File: src/clk_pulse_map.svh
// register offsets, field positions, reset values and timing counts of the clock control block
`ifndef CLK_PULSE_MAP_SVH
`define CLK_PULSE_MAP_SVH

// byte offsets on the register bus
`define OFS_SYSTEM_CLOCK_CONTROL 32'h0000_0000
`define OFS_PLL_MULTIPLIER_CONTROL 32'h0000_0004
`define OFS_STANDBY_CONTROL 32'h0000_0008
`define OFS_CLOCK_STATUS 32'h0000_000c

// system_clock_control fields
`define SCC_CLOCK_OUT_DISABLE 7
`define SCC_SPARE 6
`define SCC_SWITCH_MODE 3
`define SCC_DIVIDER_HI 2
`define SCC_WRITE_MASK 8'hcf

// pll_multiplier_control fields
`define PMC_SPARE 3
`define PMC_MULT_HI 1
`define PMC_WRITE_MASK 8'h0b

// standby_control field
`define STC_SETTLE_HI 3

// reset values
`define SCC_RESET 8'h00
`define PMC_RESET 8'h00
`define STC_RESET 8'h00

// divider and multiplier codes
`define DIV_1_1 3'h0
`define DIV_1_2 3'h1
`define DIV_1_4 3'h2
`define MULT_X1 2'h0

// bus answers
`define RESP_OKAY 2'h0
`define RESP_SLVERR 2'h2

// settle time: (field + 1) times this many system clock cycles
`define SETTLE_UNIT_CYCLES 11'h040
`define SETTLE_W 11

`endif

File: src/clk_pulse_pkg.sv
// types shared by the clock control block
package clk_pulse_pkg;

  // power state of the generator, gray coded along run, standby, settle, hardware standby
  typedef enum logic [1:0] {
    st_run = 2'h0,
    st_standby = 2'h1,
    st_settle = 2'h3,
    st_hw_standby = 2'h2
  } cpg_state_t;

  // which register an address selects
  typedef enum logic [2:0] {
    sel_system_clock,
    sel_pll,
    sel_standby,
    sel_status,
    sel_none
  } reg_sel_t;

  typedef logic [7:0] reg8_t;

endpackage

File: src/level_sync.sv
// two flip-flop synchroniser for pin levels
module level_sync #(
  parameter int WIDTH = 2
) (
  // clock and reset
  input wire logic mclk,
  input wire logic reset,
  // asynchronous levels in, synchronised levels out
  input wire logic [WIDTH-1:0] async_in,
  output logic [WIDTH-1:0] sync_out
);

  logic [WIDTH-1:0] first_stage; // read only by the second stage

  // both stages reset low so nothing wakes during reset
  always_ff @(posedge mclk) begin
    if (reset) begin
      first_stage <= '0;
      sync_out <= '0;
    end else begin
      first_stage <= async_in;
      sync_out <= first_stage;
    end
  end

endmodule

File: src/rate_divider.sv
// divides the generator clock into 1/1, 1/2 or 1/4 rate enable ticks
module rate_divider (
  // clock and reset
  input wire logic mclk,
  input wire logic reset,
  // control
  input wire logic run,
  input wire logic [1:0] ratio_mask,
  // divided rate tick
  output logic tick
);

  logic [1:0] phase; // free count, masked to the selected ratio

  // counter stops with the generator so the first tick after a restart is aligned
  always_ff @(posedge mclk) begin
    if (reset || !run) begin
      phase <= 2'h0;
      tick <= 1'b0;
    end else begin
      phase <= phase + 2'h1;
      tick <= ((phase & ratio_mask) == 2'h0);
    end
  end

endmodule

File: src/clock_pulse_generator_ctrl.sv
// control logic of the clock pulse generator with its register slave
// What this block does
// frequency changes only through register writes
// clock pin follows disable bit and power mode
// spare bits six and three store writes
// fixed reserved bits read zero, ignore writes
// control bit two reads zero, never changes
// deferred mode: multiplier applies at software standby
// immediate mode: multiplier applies on write
// divider codes give 1/1, 1/2, 1/4
// multiplier codes give x1, x2, x4
// standby adopts multiplier, settles, then resumes
// reduced rates derive from generator output clock
// both control registers reset to zero
//
// Added by the designer: the placing of the registers and the AXI4-Lite slave port.
`include "clk_pulse_map.svh"

module clock_pulse_generator_ctrl (
  // clock and reset
  input wire logic mclk,
  input wire logic reset,
  // axi4-lite write address
  input wire logic [31:0] awaddr,
  input wire logic awvalid,
  output logic awready,
  // axi4-lite write data
  input wire logic [31:0] wdata,
  input wire logic [3:0] wstrb,
  input wire logic wvalid,
  output logic wready,
  // axi4-lite write response
  output logic [1:0] bresp,
  output logic bvalid,
  input wire logic bready,
  // axi4-lite read address
  input wire logic [31:0] araddr,
  input wire logic arvalid,
  output logic arready,
  // axi4-lite read data
  output logic [31:0] rdata,
  output logic [1:0] rresp,
  output logic rvalid,
  input wire logic rready,
  // power mode requests
  input wire logic standby_request,
  input wire logic standby_wake,
  input wire logic hw_standby_n,
  // system clock output pin
  output logic clock_out,
  output logic clock_out_oe,
  // generator state towards the chip
  output logic clock_tick,
  output logic generator_running,
  output logic [1:0] active_multiplier,
  output clk_pulse_pkg::cpg_state_t power_state
);

  import clk_pulse_pkg::*;

  // maps a bus address onto a register select, shared by both channels
  function automatic reg_sel_t decode(input logic [31:0] addr);
    reg_sel_t sel;
    sel = sel_none;
    if (addr == `OFS_SYSTEM_CLOCK_CONTROL) begin
      sel = sel_system_clock;
    end else if (addr == `OFS_PLL_MULTIPLIER_CONTROL) begin
      sel = sel_pll;
    end else if (addr == `OFS_STANDBY_CONTROL) begin
      sel = sel_standby;
    end else if (addr == `OFS_CLOCK_STATUS) begin
      sel = sel_status;
    end
    return sel;
  endfunction

  // divider code to phase mask; prohibited codes fall back to full rate
  function automatic logic [1:0] divider_mask(input logic [2:0] code);
    logic [1:0] mask;
    mask = 2'h0;
    if (code == `DIV_1_2) begin
      mask = 2'h1;
    end else if (code == `DIV_1_4) begin
      mask = 2'h3;
    end
    return mask;
  endfunction

  // software registers
  reg8_t system_clock_control; // pin disable, spare, switch mode, divider
  reg8_t pll_multiplier_control; // spare and requested multiplier
  reg8_t standby_control; // settle time field

  // write channel holding state
  logic aw_held; // an address is parked waiting for its data
  logic w_held; // data is parked waiting for its address
  logic [31:0] awaddr_q;
  logic [31:0] wdata_q;
  logic [3:0] wstrb_q;

  // generator state
  cpg_state_t state;
  cpg_state_t next_state;
  logic [`SETTLE_W-1:0] settle_count; // cycles left before the clock resumes
  logic [1:0] pin_sync; // synchronised wake and hardware standby levels
  logic tick; // divided rate enable from the divider

  // write channel handshakes and the moment a write lands
  wire aw_take = awvalid & awready;
  wire w_take = wvalid & wready;
  wire b_done = bvalid & bready;
  wire have_aw = aw_held | aw_take;
  wire have_w = w_held | w_take;
  wire write_fire = have_aw & have_w & ~bvalid;
  wire next_aw_held = have_aw & ~write_fire;
  wire next_w_held = have_w & ~write_fire;
  wire next_bvalid = write_fire | (bvalid & ~bready);

  // address and data of the landing write, parked or straight from the bus
  wire [31:0] wr_addr = aw_held ? awaddr_q : awaddr;
  wire [31:0] wr_data = w_held ? wdata_q : wdata;
  wire [3:0] wr_strb = w_held ? wstrb_q : wstrb;
  wire reg_sel_t wr_sel = decode(wr_addr);
  wire lane0 = wr_strb[0]; // registers are eight bits wide, in byte lane 0

  // per register write strobes
  wire wr_sys = write_fire & lane0 & (wr_sel == sel_system_clock);
  wire wr_pll = write_fire & lane0 & (wr_sel == sel_pll);
  wire wr_stby = write_fire & lane0 & (wr_sel == sel_standby);

  // read channel
  wire ar_take = arvalid & arready;
  wire next_rvalid = ar_take | (rvalid & ~rready);
  wire reg_sel_t rd_sel = decode(araddr);

  // synchronised pins
  wire wake_level = pin_sync[0];
  wire hw_standby = pin_sync[1]; // already inverted to active high at the synchroniser input

  // register fields in use
  wire clock_out_disable = system_clock_control[`SCC_CLOCK_OUT_DISABLE];
  wire multiplier_switch_mode = system_clock_control[`SCC_SWITCH_MODE];
  wire [2:0] divider_select = system_clock_control[`SCC_DIVIDER_HI:0];
  wire [1:0] multiplier_select = pll_multiplier_control[`PMC_MULT_HI:0];
  wire [3:0] standby_settle = standby_control[`STC_SETTLE_HI:0];
  wire [`SETTLE_W-1:0] settle_load = `SETTLE_W'(({7'h00, standby_settle} + `SETTLE_W'h1)
    * `SETTLE_UNIT_CYCLES - `SETTLE_W'h1);

  // status word: active multiplier, power state, multiplier change pending
  wire pending_change = (active_multiplier != multiplier_select);
  wire [7:0] clock_status = {3'h0, pending_change, state, active_multiplier};

  // read mux, unmapped addresses read zero
  wire [7:0] rd_byte = (rd_sel == sel_system_clock) ? system_clock_control :
                       (rd_sel == sel_pll) ? pll_multiplier_control :
                       (rd_sel == sel_standby) ? standby_control :
                       (rd_sel == sel_status) ? clock_status : 8'h00;

  // entering software standby from run
  wire enter_standby = (state == st_run) & (next_state == st_standby);

  // wake and hardware standby pins are asynchronous to mclk
  level_sync #(
    .WIDTH(2)
  ) pin_sync_inst (
    .mclk(mclk),
    .reset(reset),
    .async_in({~hw_standby_n, standby_wake}),
    .sync_out(pin_sync)
  );

  // divided rate ticks, stopped whenever the generator is halted
  rate_divider divider_inst (
    .mclk(mclk),
    .reset(reset),
    .run(state == st_run),
    .ratio_mask(divider_mask(divider_select)),
    .tick(tick)
  );

  // write channel bookkeeping; address and data may come in either order
  always_ff @(posedge mclk) begin
    if (reset) begin
      aw_held <= 1'b0;
      w_held <= 1'b0;
      awready <= 1'b0;
      wready <= 1'b0;
      bvalid <= 1'b0;
      bresp <= `RESP_OKAY;
    end else begin
      aw_held <= next_aw_held;
      w_held <= next_w_held;
      awready <= ~next_aw_held & ~next_bvalid;
      wready <= ~next_w_held & ~next_bvalid;
      bvalid <= next_bvalid;
      if (write_fire) begin
        // unmapped or status writes are refused with an error answer
        bresp <= (wr_sel == sel_none || wr_sel == sel_status) ? `RESP_SLVERR : `RESP_OKAY;
      end
    end
  end

  // parked write address and data
  always_ff @(posedge mclk) begin
    if (reset) begin
      awaddr_q <= 32'h0000_0000;
      wdata_q <= 32'h0000_0000;
      wstrb_q <= 4'h0;
    end else begin
      if (aw_take) begin
        awaddr_q <= awaddr;
      end
      if (w_take) begin
        wdata_q <= wdata;
        wstrb_q <= wstrb;
      end
    end
  end

  // read channel: one read in flight, answered the cycle after the address
  always_ff @(posedge mclk) begin
    if (reset) begin
      arready <= 1'b0;
      rvalid <= 1'b0;
      rdata <= 32'h0000_0000;
      rresp <= `RESP_OKAY;
    end else begin
      arready <= ~next_rvalid;
      rvalid <= next_rvalid;
      if (ar_take) begin
        rdata <= {24'h00_0000, rd_byte};
        rresp <= (rd_sel == sel_none) ? `RESP_SLVERR : `RESP_OKAY;
      end
    end
  end

  // software registers; masks keep fixed reserved bits at zero
  always_ff @(posedge mclk) begin
    if (reset) begin
      system_clock_control <= `SCC_RESET;
      pll_multiplier_control <= `PMC_RESET;
      standby_control <= `STC_RESET;
    end else begin
      if (wr_sys) begin
        // bit 6 stores, bits 5 and 4 stay zero
        system_clock_control <= wr_data[7:0] & `SCC_WRITE_MASK; // see see
      end
      if (wr_pll) begin
        // bit 3 stores, bits 7 to 4 and bit 2 stay zero
        pll_multiplier_control <= wr_data[7:0] & `PMC_WRITE_MASK; // see see
      end
      if (wr_stby) begin
        standby_control <= {4'h0, wr_data[`STC_SETTLE_HI:0]};
      end
    end
  end

  // power state transitions; hardware standby overrides everything
  always_comb begin
    next_state = state;
    unique case (state)
      st_run: begin
        if (hw_standby) begin
          next_state = st_hw_standby;
        end else if (standby_request) begin
          next_state = st_standby;
        end
      end
      st_standby: begin
        if (hw_standby) begin
          next_state = st_hw_standby;
        end else if (wake_level) begin
          next_state = st_settle;
        end
      end
      st_settle: begin
        if (hw_standby) begin
          next_state = st_hw_standby;
        end else if (settle_count == `SETTLE_W'h0) begin
          next_state = st_run;
        end
      end
      st_hw_standby: begin
        // leaving hardware standby also waits out the settle time
        if (!hw_standby) begin
          next_state = st_settle;
        end
      end
    endcase
  end

  // state register and settle countdown
  always_ff @(posedge mclk) begin
    if (reset) begin
      state <= st_run;
      settle_count <= `SETTLE_W'h0;
    end else begin
      state <= next_state;
      if (next_state == st_settle && state != st_settle) begin
        settle_count <= settle_load;
      end else if (state == st_settle && settle_count != `SETTLE_W'h0) begin
        settle_count <= settle_count - `SETTLE_W'h1;
      end
    end
  end

  // multiplier in force: changes only on a write or on standby entry
  always_ff @(posedge mclk) begin
    if (reset) begin
      active_multiplier <= `MULT_X1;
    end else if (wr_pll && multiplier_switch_mode) begin
      active_multiplier <= wr_data[`PMC_MULT_HI:0]; // see see
    end else if (enter_standby && !multiplier_switch_mode) begin
      active_multiplier <= multiplier_select; // see see
    end
  end

  // clock pin: toggles per divided tick while running, else high or released
  always_ff @(posedge mclk) begin
    if (reset) begin
      clock_out <= 1'b1;
      clock_out_oe <= 1'b1;
    end else if (next_state == st_hw_standby) begin
      // follows the state being entered so the pin agrees with power_state
      clock_out <= 1'b1;
      clock_out_oe <= 1'b0;
    end else if (next_state != st_run || clock_out_disable) begin
      clock_out <= 1'b1;
      clock_out_oe <= 1'b1;
    end else begin
      clock_out <= tick ? ~clock_out : clock_out;
      clock_out_oe <= 1'b1;
    end
  end

  // registered copies of the generator state for the chip
  always_ff @(posedge mclk) begin
    if (reset) begin
      clock_tick <= 1'b0;
      generator_running <= 1'b1;
      power_state <= st_run;
    end else begin
      // gated by the next state: a tick already in the divider must not leak into a halt
      clock_tick <= tick & (next_state == st_run);
      generator_running <= (next_state == st_run);
      power_state <= next_state;
    end
  end

endmodule

File: config.mk
export PLATFORM = sky130hd
export DESIGN_NAME = clock_pulse_generator_ctrl
export DESIGN_NICKNAME = d
export VERILOG_FILES = /design/src/clk_pulse_pkg.sv /design/src/level_sync.sv /design/src/rate_divider.sv /design/src/clock_pulse_generator_ctrl.sv
export VERILOG_INCLUDE_DIRS = /design/src
export SDC_FILE = /design/constraint.sdc
export NUM_CORES = 1
export LEC_CHECK = 0
export BUFFER_PORTS_ARGS = -buffer_cell sky130_fd_sc_hd__buf_2
export CORE_MARGIN = 5
export CORE_UTILIZATION = 35
export DETAILED_ROUTE_END_ITERATION = 8
export PLACE_DENSITY_LB_ADDON = 0.3
export SLEW_MARGIN = 5
export SYNTH_ARGS = -nofsm -noshare
export SYNTH_HDL_FRONTEND = slang
export SYNTH_SLANG_ARGS = --single-unit
File: constraint.sdc
create_clock -name mclk -period 2.2 [get_ports mclk]
set_input_delay 0.44 -clock mclk [delete_from_list [all_inputs] [get_ports mclk]]
set_output_delay 0.44 -clock mclk [all_outputs]
set_load 0.005 [all_outputs]
=== Word level (Yosys, flattened, before mapping) ===
Cells that the tools add are included.

* Bits in latches: 0
* Memories kept: 0
* Logic and storage cells: 141
* Register bits: 99
* Bits in writable memories: 0
* Memory bits (read-only): 0
* Output and inout bits: 49
* Input bits: 110

* Multipliers: 0
* Reductions and logical operators: 22
* Magnitude comparators: 0
* Div/mod/pow operators: 0
* Bitwise gates (word level): 32
* Shift-type cells: 0
* Equal/unequal tests: 24
* Add/sub/neg operators: 4
* Muxes and demuxes: 32

{| class="wikitable"
|+ Operators by type and width
! kind !! count
|-
| 32-bit by 4-bit equality test with 1-bit output (second input constant) || 4
|-
| 32-bit by 3-bit equality test with 1-bit output (second input constant) || 2
|-
| 32-bit logical NOT || 2
|-
| 32-bit 2-to-1 mux || 1
|-
| 2-bit 2-to-1 mux || 13
|-
| 3-bit 2-to-1 mux || 8
|-
| 11-bit 2-to-1 mux || 2
|-
| 11-bit by 1-bit subtractor with 11-bit output (second input constant) || 2
|-
| 1-bit AND || 17
|-
| 8-bit 2-to-1 mux || 2
|-
| 3-bit by 2-bit equality test with 1-bit output (second input constant) || 5
|-
| 5-bit 2-to-1 mux || 3
|-
| 11-bit logical NOT || 1
|-
| 11-bit nonzero test || 1
|-
| 1-bit inverter || 10
|-
| 3-bit by 1-bit equality test with 1-bit output (second input constant) || 3
|-
| 2-bit equality test (second input constant) || 4
|-
| 2-bit one-hot mux with 4 select lines || 1
|-
| 3-bit equality test (second input constant) || 2
|-
| 2-bit logical NOT || 3
|-
| 3-bit logical NOT || 2
|-
| 2-bit nonzero test || 3
|-
| 4-bit by 1-bit adder with 5-bit output (second input constant) || 1
|-
| 2-bit by 1-bit equality test with 1-bit output (second input constant) || 2
|-
| 10 further kinds || 20
|}

=== Depth between registers and ports, before layout ===
Gate-level depths: netlist (run 1).

* Depth in word-level cells: 10
* Depth in mapped cells: 9
* Depth with buffers taken out: 7

=== By module ===
A second synthesis (run 1) with hierarchy kept.

* Cells, all modules: 512
* Area total of the unflattened synthesis: 4330.4 µm²

{| class="wikitable"
|+ Modules (own cells, without submodules)
! module !! area an instance (µm²) !! cells an instance !! instances !! sequential area each (µm²)
|-
| clock_pulse_generator_ctrl || 4120.2 || 496 || 1 || 1741.7
|-
| level_sync || 105.1 || 8 || 1 || 80.1
|-
| rate_divider || 105.1 || 8 || 1 || 60.1
|}

=== Worst setup path after synthesis (run 1) ===
No wires, ideal clock.

* Path type: reg-to-reg
* From: register settle_count[0]
* To: register settle_count[4]
* Arrival: 1.924 ns
* Path slack: 0.144 ns
* Buffers on the path: 2
* Period minus slack after synthesis: 2.056 ns
* Cell stages (with the launch flop): 10
* Library setup time: 0.132 ns
* Required time: 2.068 ns
* Cells stage by stage: dfxtp_1 inv_1 ha_1 clkbuf_4 or4b_1 o41a_1 buf_6 nand3_1 xor2_1 a21oi_1

* Cells in the longest elaborated chain, start to end: 7
* Elaborated cells between the ends (all ways): 12
* Classes of those cells: add/sub (1); eq/ne (1); mux (5); reduce/logical (5)

{| class="wikitable"
|+ RTL lines
! item !! RTL line !! RTL
|-
| start: declaration || clock_pulse_generator_ctrl.sv:104 || <nowiki>logic [`SETTLE_W-1:0] settle_count;</nowiki>
|-
| start signal: assignment || clock_pulse_generator_ctrl.sv:296 || <nowiki>settle_count <= `SETTLE_W'h0;</nowiki>
|-
| start signal: assignment || clock_pulse_generator_ctrl.sv:300 || <nowiki>settle_count <= settle_load;</nowiki>
|-
| start signal: assignment || clock_pulse_generator_ctrl.sv:302 || <nowiki>settle_count <= settle_count - `SETTLE_W'h1;</nowiki>
|-
| 11-bit logical NOT || clock_pulse_generator_ctrl.sv:279 || <nowiki>end else if (settle_count == `SETTLE_W'h0) begin</nowiki>
|-
| 2-bit 2-to-1 mux || clock_pulse_generator_ctrl.sv:279 ||
|-
| 2-bit 2-to-1 mux || clock_pulse_generator_ctrl.sv:277 || <nowiki>if (hw_standby) begin</nowiki>
|-
| 2-bit one-hot mux with 4 select lines || clock_pulse_generator_ctrl.sv:261 || <nowiki>unique case (state)</nowiki>
|-
| 2-bit equality test || clock_pulse_generator_ctrl.sv:299 || <nowiki>if (next_state == st_settle && state != st_settle) begin</nowiki>
|-
| 1-bit logical AND || clock_pulse_generator_ctrl.sv:299 ||
|-
| 11-bit 2-to-1 mux or 2-bit nonzero test (tied branches) || -- ||
|}

Several ways; a longest one is shown, not always the timed one. The select of a mux whose other input is x is not followed.
A chain may end at the register's enable or synchronous reset.

=== Final worst setup path (run 1) ===
* From: register settle_count[1]
* To: register settle_count[7]

Same word-level chain as after synthesis.

==> qor.yml, run 1 <==
nNetsFinal: 728
via_per_inst: 4.91
syn-cell-area_mm2: 0.00439
start_util_pct: 36.1
rr_worst_depth: 8
drc: 0
ys_top_cells_by_area: "dfxtp_1 43%, nand2_1 8.0%, a21oi_1 5.9%, buf_4 4.8%, mux2i_1 4.6%"
yosysTopAreaCell: "dfxtp_1"
clock_path_buffers: 2
ctsHtreeMaxLevel: 3
max_freq_ghz: 0.465
finalCritPeriodShare_pct: 97.8
yosysMostFrequentCell: "dfxtp_1"
yosysWarningCount: 0
clkLatencyLatePin_ns: 0.34
cts_buffers: 9
path_max_fanout: 5
grt_pass1_vias: 3741
diodes: 0
clkTransAtPathRegs_ns: 0.06
setup_viol: 0
cp-end-kind: "flop"
pin_count: 159
top_layer: "met4"
avgRoutedWirePerCell_um: 13.2
grt_use_total_pct: 14.1
cts_tree: "built"
die_h_um: 122
synth_edf_count: 0
overflow: 0
worst_pin_slew_ns: 0.724
drtAntennaViolNets: 0
grt_pass1_wl_um: 17200
start_kind: "flop"
p_leak_uw: 0.00223
hp-class: "in -> reg"
yosys_most_used_dff: "dfxtp_1"
report.final.slew_viol_count: 0
r2r_end: "settle_count[7]"
whs_endpoint: "pin_sync_inst.first_stage[1]"
drive_gt1_share_pct: 25.8
via_count: 3874
fin_skew_ns: 0.00640
seq_area_frac_synth_pct: 42.9
rsz0062_at_grt: "yes"
slowest_stage: "or4b_4"
core_mm2: 0.0122
postCtsHoldBufs: 0
min_period_ns: 2.15
placed_area_mm2: 0.00500
wl_met3_um: 564
grt_max_degree: 45
fillers: 1274
synth_commonest_cells: "94 x dfxtp_1, 93 x nand2_1, 52 x a21oi_1"
yosysUniqueCellTypes: 62
firstDrtPassIters: 4
syn_inst: 511
hpwlAfterDp_um: 7980
worstReg2RegStart: "settle_count[1]"
rrSetupSlack_ns: 0.05
chipWidth_um: 122
drt-initial-drc-count: 168
run_status: "finished, final reports clean"
totalWireLength_um: 10400
path_cells: "inv_1 -> ha_2 -> or4b_4 -> o41a_1 -> buf_4 -> nand3_1 -> xor2_1 -> a211oi_1"
cap_viol_max_count: 0
met1_length_um: 4490
critPathKind: "reg -> reg"
port_buffers: 102
cts_num_sinks: 94
crit_path_max_incr_delay_ns: 0.48
vdd_ir_drop_max_uv: 297
worstPathRequired_ns: 2.42
synth.ff_latch_count: 94
rows: 40
avgSynthCellArea_um2: 8.58
area_growth_pct: 20.6
async_reset_ff_share_pct: 0
antenna_found_initial: 0
hp-start: "hw_standby_n"
hold_viol: 0
dr_wl_met2_um: 5230
tns_ns: 0
arrival_ns: 2.37
hold_depth: 2
power-per-cell-area_mw_per_mm2: 711
die-area_mm2: 0.0149
routabilityCongestion: 0.801
root_buffer: "clkbuf_16"
synth_top_area_share_pct: 42.9
max_slew_margin_pct: 51.7
stdcell_area_mm2: 0.00529
## timing repair
action                     in CTS  in global routing
resized for setup               0                  5
setup buffers                   0                  1
setup endpoints to repair       0                  9
## flip-flops by register name, summed over array words and instances (netlist names), 2 cells and up
name,flops
awaddr_q,32
settle_count,11
rdata,7
system_clock_control,6
wdata_q,6
standby_control,4
pll_multiplier_control,3
active_multiplier,2
divider_inst.phase,2
pin_sync_inst.first_stage,2
pin_sync_inst.sync_out,2
power_state,2
## metal layers
| metal | track usage (%) | vias up |
|---|---|---|
| met3 | 3.34 | 14 |
| met4 | 4.41 | 0 |
| met1 | 17.0 | 1799 |
| met2 | 24.8 | 102 |
| met5 | 0 | - |
| li1 | - | 1959 |
## placed cells by master (no fill, tap or decap), drive strengths merged, types with 3 or more instances in the layout
master | Yosys | layout
or2 | 5 | 5
conb | 1 | 27
a211oi | 5 | 5
a211o | 4 | 4
inv | 7 | 7
nand4 | 7 | 7
buf | 38 | 120
mux2i | 20 | 20
clkbuf | 14 | 11
a21o | 3 | 3
and2 | 5 | 5
dfxtp | 94 | 94
nand2 | 93 | 93
nor4 | 21 | 21
or4 | 3 | 3
o21ai | 4 | 4
mux4 | 3 | 3
xor2 | 7 | 7
a21oi | 52 | 52
nand4b | 3 | 3
nor3 | 18 | 18
nand2b | 15 | 15
mux2 | 3 | 3
nand3 | 5 | 5
a22oi | 5 | 5
a31oi | 3 | 3
nor2b | 6 | 6
nor2 | 35 | 35
clkinv | 0 | 5
nand3b | 3 | 3
## stage by stage
stage                     hold WS (ns)  worst slack [ns]  utilization (%)  power, uW  std cells
after global routing             0.249          -0.00313             43.5       3940        789
after detailed placement         0.440            0.0360             41.1       2380        772
final                            0.247            0.0487             43.5       3760        789
after CTS                        0.244            0.0445             43.3       3790        788
after floorplan                  0.414             0.144                -       2220        537
after global placement           0.418            0.0785             41.1       2360        772
## kinds of logic (layout without fill, tap and decap cells)
logic type                 after synthesis  after routing  synth area share, %
other                                    1             27               0.0855
buffers and inverters                   59            143                 8.13
adders and majority gates                2              2                0.570
muxes                                   26             26                 6.87
and+or+nand+nor                        228            228                 26.0
DFF                                     94             94                 42.9
AOI/OAI and AO/OA                       93             93                 13.8
xor gates and xnor gates                 8              8                 1.60
## how the worst max path moves through the flow
| stage | from | endpoint | slack (ns) | cells after the start |
|---|---|---|---|---|
| floorplan | settle_count[0] | settle_count[4] | 0.14 | 9 |
| global placement | awaddr[11] | standby_control[0] | 0.08 | 6 |
| detailed placement | awaddr[11] | active_multiplier[0] | 0.04 | 7 |
| CTS | settle_count[1] | settle_count[2] | 0.04 | 7 |
| global route | settle_count[1] | settle_count[7] | -0.003 | 8 |
| finish | settle_count[1] | settle_count[7] | 0.05 | 8 |
## worst max-delay path: cells and delay by family (launching register included)
| kind | cells | cell delay, ns |
|---|---|---|
| buffers and inverters | 2 | 0.23 |
| xor gates and xnor gates | 1 | 0.18 |
| and+or+nand+nor | 2 | 0.57 |
| adders and majority gates | 1 | 0.17 |
| DFF | 1 | 0.34 |
| AOI/OAI and AO/OA | 2 | 0.54 |
## where the power goes
part	leakage, uW	switching (uW)	total (uW)	internal (uW)
Clock	0.000139	628	1420	787
Combinational	0.00132	268	489	221
Sequential	0.000768	69.1	1860	1790
Total	0.00223	965	3760	2800
## final cells by class
| class | instances | area, um^2 | area share [%] |
|---|---|---|---|
| flip-flops and latches | 94 | 1880 | 35.6 |
| clock buffers | 11 | 243 | 4.59 |
| inverters | 7 | 26.3 | 0.497 |
| well taps | 168 | 210 | 3.97 |
| clock inverters | 5 | 25.0 | 0.473 |
| repair buffers | 120 | 646 | 12.2 |
| multi-input cells | 384 | 2260 | 42.7 |
Note: power is estimated with default switching activity, not from simulation.
==> run 2: changes to the inputs <==
CORE_UTILIZATION = 50   (was 35)
PLACE_DENSITY = 0.81   (was default)
PLACE_DENSITY_LB_ADDON = default   (was 0.3)
==> qor.yml, run 2 (synthesis gave the netlist of run 1 again) <==
core_mm2: 0.00864  # -29%
hold_depth: 2  # unchanged
start_util_pct: 50.8  # +15 points
grt_pass1_vias: 3798  # +1.5%
p_leak_uw: 0.00219  # -1.9%
port_buffers: 102  # unchanged
clkPwrFrac_pct: 35.3  # -2.3 points
antenna_found_initial: 0  # unchanged
worst_pin_slew_ns: 0.632  # -0.0913 ns
hp-class: "in -> reg"
cap_viol_max_count: 0  # unchanged
overflow: 0  # unchanged
finalCritPeriodShare_pct: 95.9  # -1.9 points
sequentialPowerShare_pct: 51.4  # +2.0 points
crit_path_max_incr_delay_ns: 0.48  # about the same
min_period_ns: 2.11  # -0.0422 ns
routabilityCongestion: 0.865  # +8.0%
power_switching_uw: 953  # -1.3%
postCtsHoldBufs: 0  # unchanged
r2r_end: "settle_count[2]"
via_per_inst: 5.35  # +9.0%
largest_reg_flops: 32  # unchanged
setup_viol: 0  # unchanged
avgRoutedWirePerCell_um: 13.6  # +3.1%
max_slew_margin_pct: 57.8  # +6.1 points
cts_tree: "built"
chipWidth_um: 104  # -15%
die-area_mm2: 0.0107  # -28%
drive_gt1_share_pct: 24.8  # -1.0 points
pin_count: 159  # unchanged
cts_buffers: 9  # unchanged
grt_use_total_pct: 18.0  # +3.8 points
totalWireLength_um: 9880  # -5.2%
grt_max_degree: 46  # +2.2%
fillers: 770  # -40%
fin_skew_ns: 0.0101  # +0.00374 ns
worstPathRequired_ns: 2.44  # +0.02 ns
rsz0062_at_grt: "no"
hold_viol: 0  # unchanged
hp-start: "hw_standby_n"
report.final.slew_viol_count: 0  # unchanged
top_regs: "awaddr_q (32), settle_count (11), rdata (7)"
firstDrtPassIters: 4  # unchanged
arrival_ns: 2.35  # -0.02 ns
layout_common_cells: "102 x buf_2, 93 x nand2_1, 93 x dfxtp_1, 52 x a21oi_1, 35 x nor2_1"
regMostFlops: "awaddr_q"
ctsHtreeMaxLevel: 3  # unchanged
drtAntennaViolNets: 0  # unchanged
clkLatencyLatePin_ns: 0.36  # +0.02 ns
path_delay_family: "compound AO/OA/AOI/OAI gates"
root_buffer: "clkbuf_8"
rows: 34  # -15%
path_max_fanout: 8  # +3
power-per-cell-area_mw_per_mm2: 701  # -1.4%
run_status: "finished, final reports clean"
tns_ns: 0  # unchanged
diodes: 0  # unchanged
path_cells: "inv_1 -> ha_1 -> or4b_1 -> o41a_1 -> buf_4 -> a211oi_1 -> a311oi_1"
hpwlAfterDp_um: 7500  # -6.1%
nNetsFinal: 725  # -0.41%
via_count: 3884  # +0.26%
internal-power_uw: 2650  # -5.1%
worstReg2RegStart: "settle_count[1]"
die_h_um: 104  # -15%
critPathBufInv: 2  # unchanged
critPathKind: "reg -> reg"
area_growth_pct: 17.3
grt_pass1_wl_um: 16700  # -2.9%
utilization_pct: 59.6  # +16 points
cp-end-kind: "flop"
drc: 0  # unchanged
start_kind: "flop"
whs_endpoint: "pin_sync_inst.first_stage[1]"
max_freq_ghz: 0.474  # +2.0%
rrSetupSlack_ns: 0.09  # +0.04 ns
drt-initial-drc-count: 154  # -8.3%
mostFrequentLayoutCell: "buf_2"
switching_share_pct: 26.4  # +0.76 points
clock_path_buffers: 2  # unchanged
rr_worst_depth: 7  # -1
cts_num_sinks: 94  # unchanged
slowest_stage: "or4b_1"
vdd_ir_drop_max_uv: 368  # +24%
clkTransAtPathRegs_ns: 0.09  # +0.03 ns
share_comb_of_total_power_pct: 13.3  # +0.3 points
## run 2: cell types whose count changed in the layout (fill, tap and decap cells not counted), sizes merged
cell,before,now
buf,120,117
bufinv,0,2
clkbuf,11,10
clkinv,5,1
clkinvlp,0,1
inv,7,9
## run 2: final cells by class
| type | count | area (um^2) | share of cell area (%) |
|---|---|---|---|
| well taps | 108 | 135 | 2.63 |
| repair buffers | 117 | 636 | 12.3 |
| clock inverters | 6 | 93.8 | 1.82 |
| flip-flops and latches | 94 | 1880 | 36.6 |
| multi-input cells | 384 | 2250 | 43.6 |
| clock buffers | 10 | 128 | 2.48 |
| inverters | 7 | 26.3 | 0.510 |
## run 2: power groups by stage
stage               Sequential (uW)  Clock (uW)  Combinational [uW]
global route                   1870        1380                 541
finish                         1850        1270                 480
CTS                            1850        1300                 479
detailed placement             1890           0                 476
global placement               1890           0                 462
floorplan                      1880           0                 344
## run 2: how the worst max path moves through the flow
stage	from	endpoint	slack [ns]	cells past startpoint
floorplan	settle_count[0]	settle_count[4]	0.14	9
global placement	awaddr[24]	standby_control[0]	0.08	7
detailed placement	awaddr[24]	standby_control[0]	0.02	7
CTS	settle_count[1]	settle_count[2]	0.11	7
global route	settle_count[1]	settle_count[3]	0.03	7
finish	settle_count[1]	settle_count[2]	0.09	7
## run 2: what timing repair did
action                                  in CTS  in global routing
setup buffers                                0                  0
resized for setup                            0                  1
hold endpoints to repair                     0                  0
endpoints found under the setup margin       0                  8
## run 2: metrics by stage
step | hold slack, ns | cells | instance area (um^2) | setup WS, ns | total power (uW)
after detailed placement | 0.436 | 710 | 4920 | 0.0187 | 2370
after global placement | 0.416 | 710 | 4920 | 0.0779 | 2350
after floorplan | 0.414 | 537 | 4480 | 0.144 | 2220
final | 0.222 | 726 | 5150 | 0.0910 | 3610
after global routing | 0.204 | 726 | 5150 | 0.0268 | 3790
after CTS | 0.210 | 726 | 5150 | 0.114 | 3640
## run 2: layer usage
layer  up-vias  wire [um]  global-route usage, %
met2       123       4930                   31.7
met5         -          0                      0
met1      1794       4160                   20.8
li1       1945          -                      -
met4         0        223                   7.68
met3        22        566                   3.86
